File: src/rtl/idle_pkg.sv
// constants, types and rule overview for the idle state resolver
// Overview of operation
// core idle state is the lowest state requested among its threads
// interrupt, monitor hit or timed deadline returns a thread to C0
// any thread in C0 makes the core report C0
// legacy level reads become wait requests and are not issued as I/O
// only reads inside the capture range redirect; others pass as I/O
// redirected requests carry sub-state zero
// redirected requests wake on interrupt even when interrupts are masked
// C1 needs all threads halted or waiting; snoops still serviced
// entering C3 flushes first and second level caches; clocks stop
// snoops or cacheable accesses never wake a core in C3
// C6 saves state to on-chip memory before removing voltage; restores on exit
// C7 and C8 requests behave as C6 for the core
// auto-demotion sends deep requests to C3 or C1 until residency suffices
// auto-demotion is off after reset; firmware enables it
// package request is lowest core state; C0 C2 C3 C6 C7 C8 supported
// package enters a state only with platform grant
// package may move between states without passing C0
// core break wakes target; unmasked gives C0, masked re-enters previous
// memory or snoop break returns to previous state unless platform holds higher
// package stays C0 while a core is in C0 or C1 or no grant
// package C2 when cores deep, graphics idle but constraints block deeper
// memory access while cores deep gives C2 until requests complete
// thread and core pass through C0 between low-power states; auto-demotion moves the core directly between C3 and the deep states, and from either to C1
// package C3 when cores C3 or deeper and grant allows C3 only
// platform grant is a level naming the deepest allowed package state
// all break sources handled in one clock; core breaks take priority; here mem_access and snoop_req pass two flops first
package idle_pkg;
	localparam int n_cores = 2;
	localparam int n_threads = 2;
	localparam int n_thr_all = n_cores * n_threads;
	// idle state codes, numerically ordered by depth
	localparam logic [3:0] st_c0 = 4'h0;
	localparam logic [3:0] st_c1 = 4'h1;
	localparam logic [3:0] st_c2 = 4'h2;
	localparam logic [3:0] st_c3 = 4'h3;
	localparam logic [3:0] st_c6 = 4'h6;
	localparam logic [3:0] st_c7 = 4'h7;
	localparam logic [3:0] st_c8 = 4'h8;
	// legacy level read: level n maps to state table below
	localparam logic [15:0] io_base_reset = 16'h0000;
	localparam logic [15:0] io_limit_reset = 16'h0000;
	// core idle config control bits
	localparam int cfg_demote_c3_bit = 0;
	localparam int cfg_demote_c1_bit = 1;
	localparam logic [1:0] cfg_reset = 2'h0;
	// residency needed before deep entry, and interrupt counts that demote
	localparam int res_ns = 1000;
	localparam int clk_ns = 8;
	localparam int res_cycles = (res_ns + clk_ns - 1) / clk_ns;
	localparam logic [7:0] res_need = 8'(res_cycles);
	localparam logic [3:0] irq_demote_c3 = 4'h2;
	localparam logic [3:0] irq_demote_c1 = 4'h4;
	// save and restore step counts for the state memory
	localparam logic [3:0] save_words = 4'h4;
	// apb map
	localparam logic [11:0] addr_cfg = 12'h000;
	localparam logic [11:0] addr_io_range = 12'h004;
	localparam logic [11:0] addr_core_state = 12'h008;
	localparam logic [11:0] addr_pkg_state = 12'h00c;
	localparam logic [11:0] addr_io_fwd = 12'h010;

	typedef enum logic [2:0] {cs_run, cs_save, cs_idle, cs_restore} core_phase_e;

	function automatic logic [3:0] lvl_to_state(input logic [2:0] lvl);
		unique case (lvl)
			3'h2: lvl_to_state = st_c3;
			3'h3: lvl_to_state = st_c6;
			3'h4: lvl_to_state = st_c7;
			3'h5: lvl_to_state = st_c7;
			3'h6: lvl_to_state = st_c8;
			3'h7: lvl_to_state = st_c8;
			default: lvl_to_state = st_c1;
		endcase
	endfunction

	function automatic logic [3:0] min_state(input logic [3:0] a, input logic [3:0] b);
		min_state = (a < b) ? a : b;
	endfunction

	function automatic logic is_deep(input logic [3:0] s);
		is_deep = (s >= st_c6);
	endfunction
endpackage

File: src/rtl/state_save_mem.sv
// small memory holding saved architectural state words
`timescale 1ns/1ps
module state_save_mem (
	input wire logic pclk,
	input wire logic we,
	input wire logic [3:0] waddr,
	input wire logic [31:0] wdata,
	input wire logic [3:0] raddr,
	output logic [31:0] rdata
);
	logic [31:0] mem [0:15];

	always_ff @(posedge pclk) begin
		if (we) begin
			mem[waddr] <= wdata;
		end
		rdata <= mem[raddr];
	end
endmodule // state_save_mem

File: src/rtl/idle_state_resolver.sv
// thread, core and package idle state resolution with apb registers
//
// Our own choices: the APB interface to the registers and the register addresses.
`timescale 1ns/1ps
module idle_state_resolver
	import idle_pkg::*;
(
	input wire logic pclk,
	input wire logic presetn,
	input wire logic psel,
	input wire logic penable,
	input wire logic pwrite,
	input wire logic [11:0] paddr,
	input wire logic [31:0] pwdata,
	output logic [31:0] prdata,
	output logic pready,
	output logic pslverr,
	input wire logic [n_thr_all-1:0] wait_req,
	input wire logic [n_thr_all*4-1:0] wait_state,
	input wire logic [n_thr_all-1:0] halt_instruction,
	input wire logic [n_thr_all-1:0] io_read_req,
	input wire logic [n_thr_all*16-1:0] io_read_addr,
	input wire logic [n_thr_all-1:0] thread_irq,
	input wire logic [n_thr_all-1:0] interrupt_enable_flag,
	input wire logic [n_thr_all-1:0] monitor_hit,
	input wire logic [n_thr_all-1:0] timed_deadline,
	input wire logic snoop_req,
	input wire logic mem_access,
	input wire logic mem_outstanding,
	input wire logic [3:0] platform_grant,
	input wire logic platform_hold_high,
	input wire logic graphics_idle_state,
	input wire logic deep_blocked,
	output logic [n_thr_all-1:0] io_forward,
	output logic [n_thr_all-1:0] thread_awake,
	output logic [n_thr_all-1:0] thread_substate_zero,
	output logic [n_cores*4-1:0] core_state,
	output logic [n_cores-1:0] cache_flush,
	output logic [n_cores-1:0] core_clk_stop,
	output logic [n_cores-1:0] core_power_off,
	output logic [n_cores-1:0] snoop_service,
	output logic [3:0] pkg_state
);
	typedef struct packed {
		logic [31:0] prdata;
		logic pready;
		logic pslverr;
		logic [1:0] cfg;
		logic [15:0] io_base;
		logic [15:0] io_limit;
		logic [n_thr_all-1:0] io_fwd;
		logic [n_thr_all*4-1:0] thr_state;
		logic [n_thr_all-1:0] brk_irq;
		logic [n_thr_all-1:0] sub0;
		logic [n_cores*4-1:0] core_st;
		logic [n_cores*3-1:0] phase;
		logic [n_cores*8-1:0] resid;
		logic [n_cores*4-1:0] irq_cnt;
		logic [n_cores*4-1:0] step;
		logic [n_cores-1:0] flush;
		logic [n_cores-1:0] clk_stop;
		logic [n_cores-1:0] pwr_off;
		logic [n_cores-1:0] snoop_svc;
		logic [3:0] pkg;
		logic [3:0] pkg_prev;
		logic [3:0] grant0;
		logic [3:0] grant;
		logic hold0;
		logic hold;
		logic mem0;
		logic mem1;
		logic snp0;
		logic snp1;
	} state_s;

	state_s r, next_r;
	logic mem_we;
	logic [3:0] mem_waddr;
	logic [31:0] mem_wdata;
	logic [31:0] mem_rdata;

	state_save_mem u_mem (
		.pclk(pclk),
		.we(mem_we),
		.waddr(mem_waddr),
		.wdata(mem_wdata),
		.raddr(mem_waddr),
		.rdata(mem_rdata)
	);

	always_comb begin
		logic [3:0] req;
		logic [3:0] cst;
		logic [3:0] pkg_req;
		logic [3:0] pkg_tgt;
		logic [15:0] a;
		logic any_c0;
		logic all_halt;
		logic core_brk;
		logic core_brk_unmasked;
		logic [2:0] ph;
		logic [7:0] res;
		logic [3:0] ic;
		logic [3:0] stp;
		int t;
		req = st_c0;
		cst = st_c0;
		pkg_req = st_c8;
		pkg_tgt = st_c0;
		a = 16'h0000;
		any_c0 = 1'b0;
		all_halt = 1'b1;
		core_brk = 1'b0;
		core_brk_unmasked = 1'b0;
		ph = 3'h0;
		res = 8'h00;
		ic = 4'h0;
		stp = 4'h0;
		t = 0;
		next_r = r;
		mem_we = 1'b0;
		mem_waddr = 4'h0;
		mem_wdata = 32'h00000000;
		// apb slave: answers in the access cycle with no wait state
		next_r.pready = psel && !penable;
		next_r.pslverr = 1'b0;
		if (psel && !penable) begin
			next_r.prdata = 32'h00000000;
			unique case (paddr)
				addr_cfg: next_r.prdata = {30'h0, r.cfg};
				addr_io_range: next_r.prdata = {r.io_limit, r.io_base};
				addr_core_state: next_r.prdata = {{(32 - n_cores * 4){1'b0}}, r.core_st};
				addr_pkg_state: next_r.prdata = {28'h0, r.pkg};
				addr_io_fwd: next_r.prdata = {{(32 - n_thr_all){1'b0}}, r.io_fwd};
				default: next_r.pslverr = 1'b1;
			endcase
		end
		// writes land at the edge where the access phase meets pready
		if (psel && penable && r.pready && pwrite) begin
			unique case (paddr)
				addr_cfg: next_r.cfg = pwdata[1:0];
				addr_io_range: begin
					next_r.io_base = pwdata[15:0];
					next_r.io_limit = pwdata[31:16];
				end
				default: ;
			endcase
		end
		// platform inputs pass two flops
		next_r.grant0 = platform_grant;
		next_r.grant = r.grant0;
		next_r.hold0 = platform_hold_high;
		next_r.hold = r.hold0;
		next_r.mem0 = mem_access;
		next_r.mem1 = r.mem0;
		next_r.snp0 = snoop_req;
		next_r.snp1 = r.snp0;
		// thread requests and wakes
		for (t = 0; t < n_thr_all; t++) begin
			next_r.io_fwd[t] = 1'b0;
			a = io_read_addr[t*16 +: 16];
			if (thread_irq[t] && (interrupt_enable_flag[t] || r.brk_irq[t])) begin
				next_r.thr_state[t*4 +: 4] = st_c0;
			end else if (r.thr_state[t*4 +: 4] != st_c0 &&
					((monitor_hit[t] && !r.sub0[t]) || timed_deadline[t])) begin
				// a redirected level read arms no monitor, so hits wake only wait and halt entries
				next_r.thr_state[t*4 +: 4] = st_c0;
			end else if (r.thr_state[t*4 +: 4] == st_c0) begin
				// new requests only from C0
				if (io_read_req[t]) begin
					if (a >= r.io_base && a <= r.io_limit && a[2:0] >= 3'h1) begin
						next_r.thr_state[t*4 +: 4] = lvl_to_state(a[2:0]);
						next_r.sub0[t] = 1'b1;
						next_r.brk_irq[t] = 1'b1;
					end else begin
						next_r.io_fwd[t] = 1'b1;
					end
				end else if (wait_req[t]) begin
					next_r.thr_state[t*4 +: 4] = wait_state[t*4 +: 4];
					next_r.sub0[t] = 1'b0;
					next_r.brk_irq[t] = 1'b0;
				end else if (halt_instruction[t]) begin
					next_r.thr_state[t*4 +: 4] = st_c1;
					next_r.sub0[t] = 1'b0;
					next_r.brk_irq[t] = 1'b0;
				end
			end
		end
		// core resolution
		for (int c = 0; c < n_cores; c++) begin
			req = st_c8;
			any_c0 = 1'b0;
			for (int k = 0; k < n_threads; k++) begin
				req = min_state(req, r.thr_state[(c*n_threads+k)*4 +: 4]);
				if (r.thr_state[(c*n_threads+k)*4 +: 4] == st_c0) begin
					any_c0 = 1'b1;
				end
			end
			// C1 only when no thread remains in C0
			cst = any_c0 ? st_c0 : req;
			res = r.resid[c*8 +: 8];
			ic = r.irq_cnt[c*4 +: 4];
			core_brk = |thread_irq[c*n_threads +: n_threads];
			if (core_brk && ic != 4'hf) begin
				ic = ic + 4'h1;
			end
			if (res < res_need && cst >= st_c3) begin
				if (r.cfg[cfg_demote_c1_bit] && ic >= irq_demote_c1) begin
					cst = st_c1;
				end else if (r.cfg[cfg_demote_c3_bit] && ic >= irq_demote_c3 && is_deep(cst)) begin
					cst = st_c3;
				end
			end
			if (cst >= st_c3 && res != 8'hff) begin
				res = res + 8'h01;
			end
			if (cst == st_c0 && res == 8'h00) begin
				ic = 4'h0;
			end
			if (core_brk) begin
				res = 8'h00;
			end
			next_r.resid[c*8 +: 8] = res;
			next_r.irq_cnt[c*4 +: 4] = ic;
			// deep entry saves state first, exit restores
			ph = r.phase[c*3 +: 3];
			stp = r.step[c*4 +: 4];
			unique case (core_phase_e'(ph))
				cs_run: begin
					if (is_deep(cst)) begin
						ph = 3'(cs_save);
						stp = 4'h0;
					end
				end
				cs_save: begin
					mem_we = 1'b1;
					mem_waddr = 4'(c * 8) + stp;
					mem_wdata = {28'h0, stp};
					stp = stp + 4'h1;
					if (stp == save_words) begin
						ph = 3'(cs_idle);
					end
				end
				cs_idle: begin
					if (!is_deep(cst)) begin
						ph = 3'(cs_restore);
						stp = 4'h0;
					end
				end
				cs_restore: begin
					mem_waddr = 4'(c * 8) + stp;
					stp = stp + 4'h1;
					if (stp == save_words) begin
						ph = 3'(cs_run);
					end
				end
				default: ph = 3'(cs_run);
			endcase
			next_r.phase[c*3 +: 3] = ph;
			next_r.step[c*4 +: 4] = stp;
			next_r.core_st[c*4 +: 4] = cst;
			next_r.flush[c] = (cst >= st_c3);
			next_r.clk_stop[c] = (cst >= st_c3);
			next_r.pwr_off[c] = (core_phase_e'(ph) == cs_idle);
			next_r.snoop_svc[c] = (cst <= st_c1) && r.snp1;
			pkg_req = min_state(pkg_req, r.core_st[c*4 +: 4]);
		end
		// package resolution
		core_brk = |thread_irq;
		core_brk_unmasked = |(thread_irq & (interrupt_enable_flag | r.brk_irq));
		pkg_tgt = min_state(pkg_req, r.grant);
		if (pkg_tgt == st_c6 && pkg_req >= st_c7) begin
			pkg_tgt = st_c6;
		end
		if (pkg_req >= st_c3 && pkg_tgt <= st_c2) begin
			pkg_tgt = (graphics_idle_state && r.grant >= st_c2) ? st_c2 : st_c0;
		end else if (pkg_req >= st_c3 && deep_blocked && graphics_idle_state) begin
			pkg_tgt = st_c2;
		end
		if (core_brk) begin
			// core breaks win over memory or snoop breaks
			pkg_tgt = core_brk_unmasked ? st_c0 : r.pkg;
		end else if ((r.mem1 || r.snp1 || mem_outstanding) && pkg_req >= st_c3 &&
				r.grant >= st_c2) begin
			// stays in C2, or C0 while the platform holds, until the last outstanding access is done
			pkg_tgt = r.hold ? st_c0 : st_c2;
		end else if (r.hold && r.pkg < pkg_tgt) begin
			// platform keeps the package at the higher power level it woke to
			pkg_tgt = r.pkg;
		end
		// checked last so that no break path can leave C0 without a grant
		if (pkg_req <= st_c1 || r.grant == st_c0) begin
			pkg_tgt = st_c0;
		end
		// direct moves between package states allowed
		next_r.pkg = pkg_tgt;
		if (pkg_tgt != r.pkg) begin
			next_r.pkg_prev = r.pkg;
		end
	end

	always_ff @(posedge pclk or negedge presetn) begin
		if (!presetn) begin
			r <= '0;
			r.cfg <= cfg_reset;
			r.io_base <= io_base_reset;
			r.io_limit <= io_limit_reset;
		end else begin
			r <= next_r;
		end
	end

	assign prdata = r.prdata;
	assign pready = r.pready;
	assign pslverr = r.pslverr;
	assign io_forward = r.io_fwd;
	assign thread_awake = r.brk_irq;
	assign thread_substate_zero = r.sub0;
	assign core_state = r.core_st;
	assign cache_flush = r.flush;
	assign core_clk_stop = r.clk_stop;
	assign core_power_off = r.pwr_off;
	assign snoop_service = r.snoop_svc;
	assign pkg_state = r.pkg;

	demote_off_a: assert property (@(posedge pclk) disable iff (!presetn)
		$rose(presetn) |-> r.cfg == 2'h0)
		else $error("demotion enabled after reset");
	pkg_grant_a: assert property (@(posedge pclk) disable iff (!presetn)
		(r.grant == st_c0) |=> (r.pkg == st_c0) || $past(|thread_irq))
		else $error("package left C0 without grant");
	c3_flush_a: assert property (@(posedge pclk) disable iff (!presetn)
		(r.core_st[3:0] >= st_c3) |-> r.flush[0])
		else $error("core C3 without flush");
	core_c0_a: assert property (@(posedge pclk) disable iff (!presetn)
		(r.thr_state[3:0] == st_c0) |=> (r.core_st[3:0] == st_c0))
		else $error("core not C0 with active thread");
	irq_wake_a: assert property (@(posedge pclk) disable iff (!presetn)
		(thread_irq[0] && interrupt_enable_flag[0]) |=> r.thr_state[3:0] == st_c0)
		else $error("interrupt did not wake thread");
	redirect_a: assert property (@(posedge pclk) disable iff (!presetn)
		$rose(r.sub0[2]) |-> r.brk_irq[2])
		else $error("redirected request lacks break on interrupt");
	pkg_c1_a: assert property (@(posedge pclk) disable iff (!presetn)
		(r.core_st[3:0] <= st_c1 && !(|thread_irq)) |=> r.pkg == st_c0)
		else $error("package left C0 while core active");
	power_off_a: assert property (@(posedge pclk) disable iff (!presetn)
		$rose(r.pwr_off[0]) |-> $past(r.phase[2:0], 2) == 3'(cs_save))
		else $error("power removed before save");
	ready_pulse_a: assert property (@(posedge pclk) disable iff (!presetn)
		r.pready |=> !r.pready)
		else $error("pready stood longer than the access phase");
	via_c0_a: assert property (@(posedge pclk) disable iff (!presetn)
		(r.thr_state[3:0] != st_c0) |=> (r.thr_state[3:0] == st_c0) ||
		$stable(r.thr_state[3:0]))
		else $error("thread moved between idle states without C0");
	mem_c2_a: assert property (@(posedge pclk) disable iff (!presetn)
		(mem_outstanding && !(|thread_irq) && !r.hold && r.grant >= st_c2 &&
		r.core_st[3:0] >= st_c3 && r.core_st[7:4] >= st_c3) |=> r.pkg == st_c2)
		else $error("memory access with deep cores did not give package C2");
endmodule // idle_state_resolver

File: config.mk
export PLATFORM = sky130hd
export DESIGN_NAME = idle_state_resolver
export DESIGN_NICKNAME = d
export VERILOG_FILES = /design/src/rtl/idle_pkg.sv /design/src/rtl/state_save_mem.sv /design/src/rtl/idle_state_resolver.sv
export SDC_FILE = /design/constraint.sdc
export NUM_CORES = 1
export LEC_CHECK = 0
export BUFFER_PORTS_ARGS = -buffer_cell sky130_fd_sc_hd__buf_2
export CAP_MARGIN = 10
export CORE_MARGIN = 2
export CORE_UTILIZATION = 40
export CTS_CLUSTER_SIZE = 16
export DETAILED_ROUTE_END_ITERATION = 10
export HOLD_SLACK_MARGIN = 0.12
export SYNTH_ARGS = -nofsm -noshare
export SYNTH_HDL_FRONTEND = slang
export SYNTH_SLANG_ARGS = --single-unit
File: constraint.sdc
create_clock -name pclk -period 12.1 [get_ports pclk]
set_clock_uncertainty 0.05 [all_clocks]
set_input_delay 1.21 -clock pclk [delete_from_list [all_inputs] [get_ports pclk]]
set_output_delay 1.21 -clock pclk [all_outputs]
set_load 0.01 [all_outputs]
==> metrics.txt, run 1 <==
status=completed; Worst-Margin Slew=0.7939 ns; first-pass GRT wire length=51.90 mm; CTS H-Tree Depth=4; total CTS buffers=17; Setup CP Type=flip-flop to flip-flop; DRT iter0 DRCs=599; GP Congestion=0.8658; minimum clock period=5.158 ns; Buf/Inv on CP=0; Power Dens Cells=134.4 nW/µm²; Core Region=29480 µm²; total gr overflow=0; largest net degree at the start of global routing=63; DR vias=10060; # hold bufs at CTS=0; Die Span X=176.4 µm; CP Data Required Time=12.37 ns; Post-Route WL=33.25 mm; critical path's largest stage delay=0.50 ns; Slew Limit Fails=0; IO Pins=233; asr flop ratio synth=100.0%; Fmax achieved=0.1939 GHz; hold endpoint=r[2]; Seq/Total Area, Yosys=34.11%; synth top area cells=dfrtp_1 34%, ha_1 16%, buf_4 4.1%, o21ai_0 3.7%, nand2_1 3.6%; Pre-Repair DR Iteration Count=5; Worst path slowest cell=o41ai_2; die footprint=31110 µm²; Initial Util=40.31%; post-synthesis cell count=1288; worst reg2reg path depth=18; fin util=46.18%; max_slew headroom=46.51%; Synth Register Bits=162; setup TNS=0 ns; Critical Path End Type=flip-flop; Power, Total=1.829 mW; cell row count=63; post-route ant nets=0; Worst R2R Start=core_state[1]; CP max FO=9; WP data arrival=5.43 ns; post-CTS setup buffers=0; share of layout cells above drive strength 1=21.96%; Post-CTS Resized=0; initial antenna violation count=6; Mapped Avg Cell Area=9.228 µm²; cell taking the most area after synthesis=dfrtp_1; most used cell along the critical path=ha_1; IO Port Bufs=232; Hold Path Cell Cnt=0; hold slack=0.2979 ns; endpoints failing hold=0; DIE HEIGHT=176.4 µm; # setup viols final=0; clock-pin slew on the worst setup and hold paths=0.07 ns; clk buf depth=2; R2R setup slack=6.94 ns; worst reg2reg endpoint=pkg_state[3]; dpl hpwl=26.50 mm; Unique masters post-synth=85; max-cap viol count=0; RSZ-0062 raised after global routing=no; DR vias/cell=5.404; CTS tree=yes; cell family with most CP delay=compound AO/OA/AOI/OAI gates; most common cell after layout, fill and taps aside=buf_2; final worst path period share=42.63%; VDD IR max=102.5 µV; GRT Total Usage=21.52%; Most used DFF post-synth=dfrtp_1; Fillers=2916; Syn-to-layout area delta=14.56%; # clock sinks=162; commonest cells after routing, fill and taps aside=231 x buf_2, 162 x dfrtp_1, 155 x ha_1; post-synthesis cell area=11890 µm²; clk root buf=clkbuf_16; nets@finish=1776; Static Leakage=6.991 nW; worst hold start=next_r[2]; CP Launch Type=flip-flop; share of the synthesized area in the top cell type=34.11%; DR DRC count=0; EDFF count, synth=0; synth warn=0; Skew-Pair Late Insertion Delay=0.45 ns; Hold Path Class=flip-flop to flip-flop; routed length per instance=17.87 µm; vias in the first global route=9555; worst path cell trace=nor2b_1, ha_1, a21boi_1, o21ai_1, a21oi_4, mux2_2, ha_1, a21o_1, o41ai_2, mux2i_1, a21oi_2, nand2b_1, ha_1, a211oi_1, and4_1, nand2_1, o211ai_1, mux2_2
[layout make-up]
class | instances | area [µm²] | area share (%)
multi-input combinational | 950 | 6937 | 50.95
tap | 390 | 488.0 | 3.584
sequential | 162 | 4054 | 29.77
inverter | 86 | 322.8 | 2.371
clock inverter | 11 | 127.6 | 0.9373
antenna | 5 | 12.51 | 0.09189
timing repair buffer | 237 | 1217 | 8.941
clock buffer | 20 | 456.7 | 3.354
[worst register-to-register path, cell delays in order (launching register included)]
cell,delay [ns]
dfrtp_1,0.40
nor2b_1,0.18
ha_1,0.28
a21boi_1,0.15
o21ai_1,0.11
a21oi_4,0.29
mux2_2,0.40
ha_1,0.20
a21o_1,0.18
o41ai_2,0.50
mux2i_1,0.39
a21oi_2,0.15
nand2b_1,0.18
ha_1,0.31
a211oi_1,0.22
and4_1,0.24
nand2_1,0.06
o211ai_1,0.38
mux2_2,0.39
[registers in the layout, indices dropped and copies added (netlist names)]
| name | count |
|---|---|
| next_r | 7 |
| core_clk_stop | 2 |
| r | 95 |
| io_forward | 4 |
| pready | 1 |
| pkg_state | 4 |
| core_power_off | 2 |
| pslverr | 1 |
| core_state | 8 |
| snoop_service | 2 |
| thread_substate_zero | 4 |
| prdata | 32 |
[worst max-delay path by stage]
stage / end / depth (start not counted) / from
2_1_floorplan: pkg_state[0] / 17 / core_state[1]
3_3_place_gp: pkg_state[0] / 17 / core_state[3]
3_5_place_dp: pkg_state[3] / 18 / core_state[3]
4_1_cts: pkg_state[3] / 18 / core_state[3]
5_1_grt: pkg_state[2] / 18 / core_state[3]
6_report: pkg_state[3] / 18 / core_state[1]
[Yosys cell counts (4+ instances only)]
master / number
inv_1: 85
o21ai_0: 89
nand4_1: 26
or2_2: 6
o31ai_1: 28
a31oi_1: 11
nor3b_1: 6
nor2_2: 4
nor4_1: 8
a21oi_1: 64
buf_4: 65
xor2_1: 8
nand2b_1: 25
a221oi_1: 5
nor4b_1: 4
mux2i_1: 17
and4_1: 4
nor3_1: 21
a21o_1: 38
ha_1: 155
nand2_1: 113
o21ai_1: 7
clkbuf_1: 24
a22oi_1: 5
a32o_1: 5
and2_1: 8
dfrtp_1: 162
or3_1: 10
a22o_1: 8
nor2_1: 76
o21a_1: 22
xnor2_1: 10
mux2_2: 17
nand3_1: 31
and3_1: 6
o211ai_1: 10
a211oi_1: 10
nor2b_1: 18
[routing by layer]
metal | vias to the layer above | wire length [µm] | track usage, % | part of all wire [%]
li1 | 4987 | - | - | -
met5 | - | 0 | 0 | 0
met2 | 243 | 14820 | 33.30 | 45
met4 | 0 | 690 | 6.921 | 2.1
met3 | 32 | 1552 | 3.187 | 4.7
met1 | 4794 | 16190 | 30.89 | 49
[where the power goes]
part / switching (mW) / internal [mW]
registers: 0.0696 / 0.594
logic: 0.358 / 0.259
clock network: 0.234 / 0.315
total: 0.661 / 1.17
[kinds of logic after synthesis]
group | share of synthesized area (%)
simple gates | 16.64
compound gates | 20.89
buf+inv | 7.643
flops | 34.11
fa+ha+maj | 16.32
mux | 3.042
xor+xnor | 1.326
other cells | 0.03155
[metrics by stage]
| stage | cells | setup slack, ns | instance area, µm² |
|---|---|---|---|
| floorplan | 1289 | 7.427 | 11890 |
| global placement | 1824 | 7.050 | 13000 |
| detailed placement | 1824 | 7.042 | 13000 |
| CTS | 1855 | 6.984 | 13580 |
| global route | 1861 | 6.628 | 13620 |
| finish | 1861 | 6.942 | 13620 |
Power figures use the tool's default switching activity.
==> run 2, diff against run 1 <==
==> constraint.sdc (replaced) <==
create_clock -name pclk -period 5.4 [get_ports pclk]
set_clock_uncertainty 0.05 [all_clocks]
set_input_delay 0.54 -clock pclk [delete_from_list [all_inputs] [get_ports pclk]]
set_output_delay 0.54 -clock pclk [all_outputs]
set_load 0.01 [all_outputs]
==> run 2 against run 1 <==
Compared with the run above:
- sequential share of layout area fell by 0.13 points
- maximum frequency increased by 1.6%
- worst setup slack worse by 6.6 ns
- first-iteration DRC count increased by 3.5%
- sequential power up 120%
- hold slack worse by 0.13 ns
- critical endpoint is now pkg_state[0]
- largest cell class unchanged
- highest routed layer unchanged
==> metrics.txt, run 2 (same netlist as run 1, synthesis figures left out) <==
status=completed (unchanged); Fillers=2942 (was 2916); Initial Util=40.31% (unchanged); max reg flops=95 (unchanged); Static Leakage=7.014 nW (was 6.991 nW); Pre-Repair DR Iteration Count=5 (unchanged); vias in the first global route=9702 (was 9555); worst path cell trace=nor2b_2, ha_1, a21boi_1, o21ai_1, a21oi_4, mux2_2, ha_1, a21o_1, o41ai_4, mux2i_2, mux2_2, and2_1, ha_1, a2111oi_0, nand2_1, o211ai_1, mux2_2 (was nor2b_1, ha_1, a21boi_1, o21ai_1, a21oi_4, mux2_2, ha_1, a21o_1, o41ai_2, mux2i_1, a21oi_2, nand2b_1, ha_1, a211oi_1, and4_1, nand2_1, o211ai_1, mux2_2); setup slack after layout=0.3245 ns (was 6.942 ns); DR vias=10100 (was 10060); clk buf depth=2 (unchanged); M3 GR Usage=3.531% (was 3.187%); Clk network pwr share=30.9% (was 30.0%); initial antenna violation count=6 (unchanged); Critical Path End Type=flip-flop (unchanged); DIE HEIGHT=176.4 µm (unchanged); max_slew headroom=40.86% (was 46.51%); # clock sinks=162 (unchanged); GP Congestion=0.8697 (was 0.8658); clk root buf=clkbuf_16 (unchanged); clock-pin slew on the worst setup and hold paths=0.07 ns (about the same); nets@finish=1776 (unchanged); Sw Pwr=1.482 mW (was 0.6612 mW); CP Data Required Time=5.66 ns (was 12.37 ns); Power Dens Cells=304.9 nW/µm² (was 134.4 nW/µm²); CP Launch Type=flip-flop (unchanged); GRT Total Usage=21.49% (was 21.52%); Syn-to-layout area delta=15.08% (was 14.56%); critical path's largest stage delay=0.48 ns (was 0.50 ns); GRT met2 Usage=33.79% (was 33.30%); placed cells=1824 (unchanged); DR vias/cell=5.421 (was 5.404); Post-Route WL=33.48 mm (was 33.25 mm); placed cell areas=13010 µm² (was 13000 µm²); minimum clock period=5.076 ns (was 5.158 ns); Skew-Pair Late Insertion Delay=0.43 ns (was 0.45 ns); dpl hpwl=26.51 mm (was 26.50 mm); WP data arrival=5.34 ns (was 5.43 ns); Die Span X=176.4 µm (unchanged); total CTS buffers=17 (unchanged); routed length per instance=17.96 µm (was 17.87 µm); Slew Limit Fails=0 (unchanged); Core Region=29480 µm² (unchanged); IO Port Bufs=232 (unchanged); CTS H-Tree Depth=4 (unchanged); DRT iter0 DRCs=620 (was 599); largest net degree at the start of global routing=88 (was 63); Comb pwr share=33.4% (was 33.7%); cell-internal power=2.688 mW (was 1.168 mW); post-route ant nets=0 (unchanged); Setup CP Type=flip-flop to flip-flop (unchanged); Hold Path Class=primary input to flip-flop (was flip-flop to flip-flop); share of layout cells above drive strength 1=22.02% (was 21.96%); first-pass GRT wire length=51.86 mm (was 51.90 mm); M1 GR Usage=30.26% (was 30.89%); Worst path slowest cell=dfrtp_1 (was o41ai_2); Fmax achieved=0.1970 GHz (was 0.1939 GHz); GRT busiest layer=met2 (unchanged); total gr overflow=0 (unchanged); setup TNS=0 ns (unchanged); cell row count=63 (unchanged); most common cell after layout, fill and taps aside=buf_2 (unchanged); fin util=46.39% (was 46.18%); CTS tree=yes (unchanged); sw frac=35.54% (was 36.14%); die footprint=31110 µm² (unchanged); Finished Layout Cells=1864 (was 1861); fin area=13680 µm² (was 13620 µm²); final worst path period share=93.99% (was 42.63%); Worst-Margin Slew=0.8779 ns (was 0.7939 ns); endpoints failing hold=0 (unchanged); IO Pins=233 (unchanged); Reg with most FFs=r (unchanged); pre-CTS setup slack=0.2391 ns (was 7.042 ns); Seq pwr share=35.6% (was 36.3%); CP max FO=9 (unchanged); commonest cells after routing, fill and taps aside=231 x buf_2, 162 x dfrtp_1, 155 x ha_1 (unchanged); max-cap viol count=0 (unchanged); # setup viols final=0 (unchanged); VDD IR max=223.5 µV (was 102.5 µV); DR DRC count=0 (unchanged)
-- run 2: routing by layer --
metal | wire length, µm | part of all wire, %
met1 | 15970 | 48
met2 | 15190 | 45
met3 | 1644 | 4.9
met4 | 675 | 2.0
met5 | 0 | 0
-- run 2: cell type report --
type	instances	area (µm²)	area share (%)
Antenna cell	7	17.52	0.1281
Clock buffer	22	474.2	3.467
Clock inverter	10	146.4	1.070
Inverter	86	322.8	2.360
Multi-Input combinational cell	950	6954	50.85
Sequential cell	162	4054	29.64
Tap cell	390	488.0	3.568
Timing Repair Buffer	237	1220	8.920
-- run 2: critical path, delay by kind of cell (launching register included) --
family	cells	cell delay, ns
AOI/OAI and AO/OA	7	1.90
adders and majority gates	3	0.67
DFF	1	0.48
muxes	4	1.51
and+or+nand+nor	3	0.34
-- run 2: path summary, 6_finish.rpt --
kind                       slack [ns]     startpoint  cells past startpoint          endpoint
hold reg to reg                  0.30      next_r[2]                      0              r[2]
min in group asynchronous        0.64        presetn                      2        prdata[29]
hold / removal                   0.16      snoop_req                      1         next_r[0]
setup / recovery                 0.32  core_state[3]                     17      pkg_state[0]
setup reg to reg                 0.32  core_state[3]                     17      pkg_state[0]
max in group asynchronous        3.71        presetn                      3  core_clk_stop[1]
-- run 2: timing repair --
| item | in CTS | in global routing |
|---|---|---|
| endpoints found under the setup margin | 0 | 4 |
| hold buffers | 1 | 0 |
| endpoints found under the hold margin | 10 | 0 |
| buffers inserted | 0 | 0 |
| resized for setup | 0 | 3 |
-- run 2: power groups by stage --
stage / Clock [mW] / Sequential (mW) / Combinational, mW
2_1_floorplan: 0 / 1.45 / 1.07
3_3_place_gp: 0 / 1.50 / 1.37
3_5_place_dp: 0 / 1.51 / 1.38
4_1_cts: 1.32 / 1.48 / 1.39
5_1_grt: 1.37 / 1.51 / 1.56
6_report: 1.29 / 1.49 / 1.39
-- run 2: through the flow --
stage | power (mW) | hold WS [ns]
global route | 4.432 | 0.1405
floorplan | 2.523 | 0.1944
global placement | 2.872 | 0.2842
CTS | 4.190 | 0.1454
detailed placement | 2.885 | 0.2847
finish | 4.170 | 0.1646
